**config.mk**
```make
export PLATFORM = sky130hd
export DESIGN_NAME = mmas_top
export DESIGN_NICKNAME = d
export VERILOG_FILES = /design/src/mmas_pkg.sv /design/src/mmas_pulse_gen.sv /design/src/mmas_top.sv
export VERILOG_INCLUDE_DIRS = /design/src
export SDC_FILE = /design/constraint.sdc
export NUM_CORES = 1
export LEC_CHECK = 0
export BUFFER_PORTS_ARGS = -buffer_cell sky130_fd_sc_hd__buf_2
export CORE_ASPECT_RATIO = 0.75
export CORE_MARGIN = 3
export CORE_UTILIZATION = 45
export CTS_CLUSTER_DIAMETER = 80
export DETAILED_ROUTE_END_ITERATION = 10
export PLACE_DENSITY = 0.76
export SETUP_SLACK_MARGIN = 0.05
export SLEW_MARGIN = 40
export SYNTH_ARGS = -nofsm -noshare
export SYNTH_HDL_FRONTEND = slang
export SYNTH_HIERARCHICAL = 1
export SYNTH_SLANG_ARGS = --single-unit
```
**constraint.sdc**
```tcl
create_clock -name CORE_CLK -period 2.5 [get_ports CORE_CLK]
set_input_delay 0.125 -clock CORE_CLK [delete_from_list [all_inputs] [get_ports CORE_CLK]]
set_output_delay 0.125 -clock CORE_CLK [all_outputs]
set_load 0.005 [all_outputs]
```
**src/mmas_consts.svh**
```systemverilog
// Purpose: Constants of the multi-module arm sequencer
// Assumes: Registers addressed by decimal offset, 16-bit data
// Notes: Command values and field positions for the control register
`ifndef MMAS_CONSTS_SVH
`define MMAS_CONSTS_SVH
`define MMAS_REG_MEAS_STATE 6'h0A
`define MMAS_REG_INPUT_PATH 6'h0B
`define MMAS_CMD_PULSE 16'h0002
`define MMAS_CMD_WAIT 16'h0003
`define MMAS_CMD_LEAD 16'h0007
`define MMAS_CMD_ARM 16'h0001
`define MMAS_CMD_IDLE 16'h0000
`define MMAS_PATH_LSB 0
`define MMAS_PATH_MSB 1
`define MMAS_PATH_RESET 2'h0
`define MMAS_ST_LSB 0
`define MMAS_ST_MSB 2
`define MMAS_LEAD_BIT 4
`define MMAS_PULSE_CYCLES 4'h4
`endif

```
**src/mmas_pkg.sv**
```systemverilog
// Purpose: Types of the multi-module arm sequencer
// Assumes: Included constants header
// Notes: Types only
package mmas_pkg;
    typedef enum logic [2:0] {
        MMAS_IDLE = 3'b000,
        MMAS_NORMAL = 3'b001,
        MMAS_ARMED = 3'b010,
        MMAS_TRIG = 3'b011
    } mmas_state_e;
    typedef enum logic [1:0] {
        MMAS_PATH_DC = 2'b00,
        MMAS_PATH_AC = 2'b01,
        MMAS_PATH_GND = 2'b10
    } mmas_path_e;
endpackage

```
**src/mmas_pulse_gen.sv**
```systemverilog
// Purpose: Fixed-length pulse generator for the alignment line
// Assumes: Start is a one-cycle request
// Notes: Retrigger restarts the count
`timescale 1ns/1ps
`default_nettype none
`include "mmas_consts.svh"
module mmas_pulse_gen #(
    parameter logic [3:0] LEN = `MMAS_PULSE_CYCLES
) (
    input wire logic clk,
    input wire logic rst_n,
    input wire logic ce,
    input wire logic start,
    output logic active
);
    logic [3:0] cnt_q;
    always_ff @(posedge clk or negedge rst_n) begin
        if (!rst_n) begin
            cnt_q <= 4'h0;
        end else if (ce) begin
            if (start) begin
                cnt_q <= LEN;
            end else if (cnt_q != 4'h0) begin
                cnt_q <= cnt_q - 4'h1;
            end
        end
    end
    assign active = (cnt_q != 4'h0);
endmodule
`default_nettype wire

```
**src/mmas_top.sv**
```systemverilog
// Purpose: Measurement-state sequencer with multi-module alignment line
// Assumes: Register port synchronous to CORE_CLK, alignment line sampled directly
// Notes: Alignment line is open-drain style: driven high only while pulsing
`timescale 1ns/1ps
`default_nettype none
`include "mmas_consts.svh"
// Function
// - Arm command moves idle to armed
// - Armed waits for trigger, then trigger state
// - Measurement-state register at decimal offset ten
// - Value 3: idle, normal, wait, no drive
// - Value 7: idle, normal, then drive line
// - Value 2 on master pulses line
// - Line pulse moves all modules in normal to trigger
// - Input path direct, capacitive or grounded
module mmas_top
    import mmas_pkg::*;
#(
    parameter int DATA_W = 16
) (
    input wire logic CORE_CLK,
    input wire logic RST_N,
    input wire logic CLK_EN,
    input wire logic REG_WR,
    input wire logic REG_RD,
    input wire logic [5:0] REG_ADDR,
    input wire logic [DATA_W-1:0] REG_WDATA,
    output logic [DATA_W-1:0] REG_RDATA,
    output logic REG_RVALID,
    input wire logic TRIG_IN,
    input wire logic ALIGN_IN,
    output logic ALIGN_OUT,
    output logic ALIGN_OE,
    output logic [2:0] MEAS_STATE,
    output logic [1:0] INPUT_PATH
);
    mmas_state_e state_q;
    mmas_state_e state_d;
    mmas_path_e path_q;
    logic lead_q;
    logic align_prev_q;
    logic pulse_start;
    logic pulse_active;
    logic align_rise;
    logic wr_meas;
    logic wr_path;
    logic rd_meas;
    logic rd_path;
    logic [DATA_W-1:0] rdata_d;

    function automatic logic hit(input logic [5:0] a, input logic [5:0] off);
        hit = (a == off);
    endfunction

    // Full-word compare, so stray upper bits never alias a command
    function automatic logic cmd_is(input logic [DATA_W-1:0] d, input logic [15:0] c);
        cmd_is = (d == DATA_W'(c));
    endfunction

    assign wr_meas = REG_WR && hit(REG_ADDR, `MMAS_REG_MEAS_STATE);
    assign wr_path = REG_WR && hit(REG_ADDR, `MMAS_REG_INPUT_PATH);
    // Read decode kept apart so the answer mux stays combinational
    assign rd_meas = REG_RD && hit(REG_ADDR, `MMAS_REG_MEAS_STATE);
    assign rd_path = REG_RD && hit(REG_ADDR, `MMAS_REG_INPUT_PATH);
    // Only a leading module may pulse; a waiting slave ignores value 2
    assign pulse_start = wr_meas && cmd_is(REG_WDATA, `MMAS_CMD_PULSE) && lead_q;
    // Edge of the shared line, own pulse included, so all advance alike
    assign align_rise = ALIGN_IN && !align_prev_q;

    always_comb begin
        state_d = state_q;
        unique case (state_q)
            MMAS_IDLE: begin
                // Idle is left only through a register write
                state_d = MMAS_IDLE;
            end
            MMAS_NORMAL: begin
                if (align_rise) begin
                    state_d = MMAS_TRIG;
                end
            end
            MMAS_ARMED: begin
                if (TRIG_IN) begin
                    state_d = MMAS_TRIG;
                end
            end
            MMAS_TRIG: begin
                state_d = MMAS_TRIG;
            end
            default: begin
                state_d = MMAS_IDLE;
            end
        endcase

        // Values 3 and 7 move straight to normal in one step, with no idle cycle between
        if (wr_meas) begin
            unique case (REG_WDATA)
                `MMAS_CMD_ARM: begin
                    if (state_q == MMAS_IDLE) begin
                        state_d = MMAS_ARMED;
                    end
                end
                `MMAS_CMD_WAIT: begin
                    state_d = MMAS_NORMAL;
                end
                `MMAS_CMD_LEAD: begin
                    state_d = MMAS_NORMAL;
                end
                `MMAS_CMD_IDLE: begin
                    state_d = MMAS_IDLE;
                end
                default: ;
            endcase
        end
    end

    always_ff @(posedge CORE_CLK or negedge RST_N) begin
        if (!RST_N) begin
            state_q <= MMAS_IDLE;
        end else if (CLK_EN) begin
            state_q <= state_d;
        end
    end

    // Lead survives value 2 so a pulse may follow value 7
    always_ff @(posedge CORE_CLK or negedge RST_N) begin
        if (!RST_N) begin
            lead_q <= 1'b0;
        end else if (CLK_EN && wr_meas) begin
            if (cmd_is(REG_WDATA, `MMAS_CMD_LEAD)) begin
                lead_q <= 1'b1;
            end else if (!cmd_is(REG_WDATA, `MMAS_CMD_PULSE)) begin
                lead_q <= 1'b0;
            end
        end
    end

    // Resets low like the pulled-down line, so no false edge after reset
    always_ff @(posedge CORE_CLK or negedge RST_N) begin
        if (!RST_N) begin
            align_prev_q <= 1'b0;
        end else if (CLK_EN) begin
            align_prev_q <= ALIGN_IN;
        end
    end

    // Unused code 3 falls back to direct coupling
    always_ff @(posedge CORE_CLK or negedge RST_N) begin
        if (!RST_N) begin
            path_q <= MMAS_PATH_DC;
        end else if (CLK_EN && wr_path) begin
            unique case (REG_WDATA[`MMAS_PATH_MSB:`MMAS_PATH_LSB])
                MMAS_PATH_AC: begin
                    path_q <= MMAS_PATH_AC;
                end
                MMAS_PATH_GND: begin
                    path_q <= MMAS_PATH_GND;
                end
                default: begin
                    path_q <= MMAS_PATH_DC;
                end
            endcase
        end
    end

    mmas_pulse_gen u_pulse (
        .clk(CORE_CLK),
        .rst_n(RST_N),
        .ce(CLK_EN),
        .start(pulse_start),
        .active(pulse_active)
    );

    // Registered line drive keeps the output glitch free
    always_ff @(posedge CORE_CLK or negedge RST_N) begin
        if (!RST_N) begin
            ALIGN_OUT <= 1'b0;
            ALIGN_OE <= 1'b0;
        end else if (CLK_EN) begin
            ALIGN_OUT <= pulse_active;
            ALIGN_OE <= pulse_active;
        end
    end

    // Path output trails its register by one cycle
    always_ff @(posedge CORE_CLK or negedge RST_N) begin
        if (!RST_N) begin
            MEAS_STATE <= MMAS_IDLE;
            INPUT_PATH <= `MMAS_PATH_RESET;
        end else if (CLK_EN) begin
            MEAS_STATE <= state_d;
            INPUT_PATH <= path_q;
        end
    end

    // Unmapped or absent reads return zero
    always_comb begin
        rdata_d = '0;
        if (rd_meas) begin
            rdata_d[`MMAS_ST_MSB:`MMAS_ST_LSB] = state_q;
            rdata_d[`MMAS_LEAD_BIT] = lead_q;
        end else if (rd_path) begin
            rdata_d[`MMAS_PATH_MSB:`MMAS_PATH_LSB] = path_q;
        end
    end

    // Answer stands for one enabled cycle
    always_ff @(posedge CORE_CLK or negedge RST_N) begin
        if (!RST_N) begin
            REG_RDATA <= '0;
            REG_RVALID <= 1'b0;
        end else if (CLK_EN) begin
            REG_RVALID <= REG_RD;
            REG_RDATA <= rdata_d;
        end
    end
endmodule
`default_nettype wire

```
==> out/metrics.cfg <==
[logic_synthesis]
synth_xor_xnor_area_share_pct=0
ys_seq_area_share_pct=41.1
synthArstFlopShare_pct=100
synth_ff_type=dfrtp_1
synth_fa_ha_area_share_pct=2.16
synthesis.instances=121
synth_area_mm2=0.00116
synth_top_family_by_area=simple AND/OR/NAND/NOR gates
yosys.area_share.simple_pct=23.1
avgSynthCellArea_um2=9.56
synth.distinct_cells=41
netlist_top_cells_count=dfrtp_1 (19), buf_4 (13), nand2_1 (9), inv_1 (8)
synth-seq-cells=19
synth.top_cells.by_area=dfrtp_1 (41%), buf_4 (8.4%), mux2_2 (4.9%)
muxShareOfSynthArea_pct=7.46
synth_compound_area_share_pct=13.2
yosysTopAreaCell=dfrtp_1
post-synth-top-area-fraction_pct=41.1
synth_edf_count=0
yosysWarningCount=6
synth.most_common_cell=dfrtp_1

[clock_network]
htreeDepth=1
insertion_delay_ns=0.29
cts_max_path_buffers=2
clkSinkCount=19
cts_buffers=3
clkTransAtPathRegs_ns=0.10
clockRootBuffer=clkbuf_4
cts_tree=built

[min_path]
hold_end=align_prev_q
hp-start=ALIGN_IN
worstHoldPathCells=2
min_path_type=input port to flop

[floorplan]
die-width_um=64.6
rows=15
start_util_pct=48.9
ios=53
die_area_mm2=0.00322
fp.dieH_um=49.9
core_mm2=0.00236

[drt]
wl_met2_mm=1.25
drc_errors=0
routedWlPerCell_um=12.9
postRouteAntennaNets=0
drt_iter0_markers=43
wl_met1_mm=1.13
maxUsedRoutingLayer=met3
finalWirelength_mm=2.51
vias=984
drt-pass1-iter-count=4
routed-wl-met3_um=132
vias_per_cell=5.07

[timing]
post-route-period-util_pct=68.6
fin_crit_ns=1.71
fin_ws_ns=0.786
setup_viol=0
fmax_mhz=583
rsz0062_at_grt=no
finalHoldViolCount=0
setup_tns_ns=0
worst_clock_skew_ns=0.000906
drv_slew=0

[worst_setup_path]
cp_data_arrival_time_ns=1.91
critPathMaxFanout=6
r2r-start=u_pulse/cnt_q[0]
start_kind=flop
ff2ff_setup_slack_ns=0.79
criticalPathCategory=flop to flop
rr_endpoint=u_pulse/cnt_q[1]
reg2reg_depth=5
cp.required_ns=2.69
crit_path_end_kind=flop

[place]
place_congestion=0.868
hpwlAfterDp_mm=1.96
pre_cts_slack_ns=0.806
numPortBuffers=40

[final_layout]
fin_nets=192
syn_to_final_growth_pct=17.6
antenna_cells=0
finish.utilization_pct=57.6
drive_gt1_share_pct=33.8

[power_and_ir_drop]
p_leak_nw=0.673
ir_worst_vdd_v=0.000287
power_density_mw_per_mm2=572

[global_route]
antenna_found_initial=0
grtUsageTotal_pct=17.0
grt_pass1_vias=908
grt-ovfl-total=0
grt_pass1_wl_mm=4.28
grt_max_degree=27

[status]
status=finished clean

[run]
maxCapViolations=0

timing repair:
action                    in CTS  in global routing
resized for setup              0                  0
hold buffers                   1                  0
hold endpoints to repair      19                  0
setup buffers                  0                  0
critical path: stages, from the launching register on:
cell and delay [ns]:
dfrtp_1 0.44, inv_1 0.13, ha_1 0.16, or3b_1 0.44, or3_1 0.34, o311ai_1 0.10
final cells by class:
cell class,count,area (um2)
Inverter,8,30.0
Clock buffer,4,26.3
Fill cell,224,1000
Timing Repair Buffer,41,210
Multi-Input combinational cell,88,577
Sequential cell,19,475
Tap cell,34,42.5
layout by cell type, fill, tap and decap left out, types with 2 or more instances in the layout:
| cell type | synthesis | layout |
|---|---|---|
| a21oi_1 | 2 | 2 |
| a31oi_1 | 4 | 4 |
| and4_1 | 2 | 2 |
| buf_2 | 2 | 40 |
| clkbuf_4 | 0 | 3 |
| conb_1 | 1 | 12 |
| dfrtp_1 | 19 | 19 |
| ha_1 | 2 | 2 |
| inv_1 | 8 | 8 |
| mux2_2 | 5 | 5 |
| mux2_4 | 2 | 2 |
| nand2_1 | 9 | 9 |
| nand2b_1 | 2 | 2 |
| nand3_1 | 2 | 2 |
| nand4_1 | 2 | 2 |
| nor2_1 | 7 | 7 |
| nor2b_1 | 7 | 7 |
| nor3_1 | 2 | 2 |
| nor4_1 | 3 | 3 |
| o21ai_0 | 4 | 4 |
| o22ai_1 | 2 | 2 |
| or3_1 | 2 | 2 |
per-layer routing:
metal | up-vias | track usage, %
met2 | 33 | 29.3
met1 | 464 | 21.3
li1 | 487 | -
met3 | 0 | 5.01
met5 | - | 0
met4 | 0 | 3.16
stage by stage:
| stage | std cells | power, mW | hold WS [ns] | instance area, um2 |
|---|---|---|---|---|
| floorplan | 132 | 0.554 | -0.171 | 1200 |
| global placement | 189 | 0.605 | 0.0856 | 1330 |
| detailed placement | 189 | 0.625 | 0.0961 | 1330 |
| CTS | 194 | 0.784 | 0.0676 | 1360 |
| global route | 194 | 0.836 | 0.0714 | 1360 |
| finish | 194 | 0.779 | 0.0766 | 1360 |
kinds of logic (layout without fill, tap and decap cells):
group / Yosys count / count (layout)
fa+ha+maj: 2 / 2
buf+inv: 25 / 53
mux: 7 / 7
flops: 19 / 19
simple gates: 45 / 45
other cells: 1 / 12
compound gates: 22 / 22
where the power goes:
group | internal (mW) | switching (mW) | total, mW
registers | 0.353 | 0.0520 | 0.405
logic | 0.111 | 0.108 | 0.219
clock network | 0.0621 | 0.0930 | 0.155
total | 0.526 | 0.253 | 0.779
registers in the layout, summed over array words and instances, names as in the netlist:
name / flops
REG_RDATA: 4
u_pulse/cnt_q: 4
MEAS_STATE: 3
INPUT_PATH: 2
path_q: 2
ALIGN_OE: 1
REG_RVALID: 1
align_prev_q: 1
lead_q: 1
worst max-delay path by stage:
| stage | start | end | slack [ns] | cells after the start |
|---|---|---|---|---|
| global placement | u_pulse/cnt_q[0] | u_pulse/cnt_q[1] | 0.90 | 5 |
| CTS | u_pulse/cnt_q[0] | u_pulse/cnt_q[1] | 0.78 | 5 |
| global route | u_pulse/cnt_q[0] | u_pulse/cnt_q[1] | 0.71 | 5 |
| floorplan | u_pulse/cnt_q[0] | u_pulse/cnt_q[0] | 0.96 | 6 |
| finish | u_pulse/cnt_q[0] | u_pulse/cnt_q[1] | 0.79 | 5 |
| detailed placement | u_pulse/cnt_q[0] | u_pulse/cnt_q[1] | 0.81 | 5 |
Power figures use the tool's default switching activity.
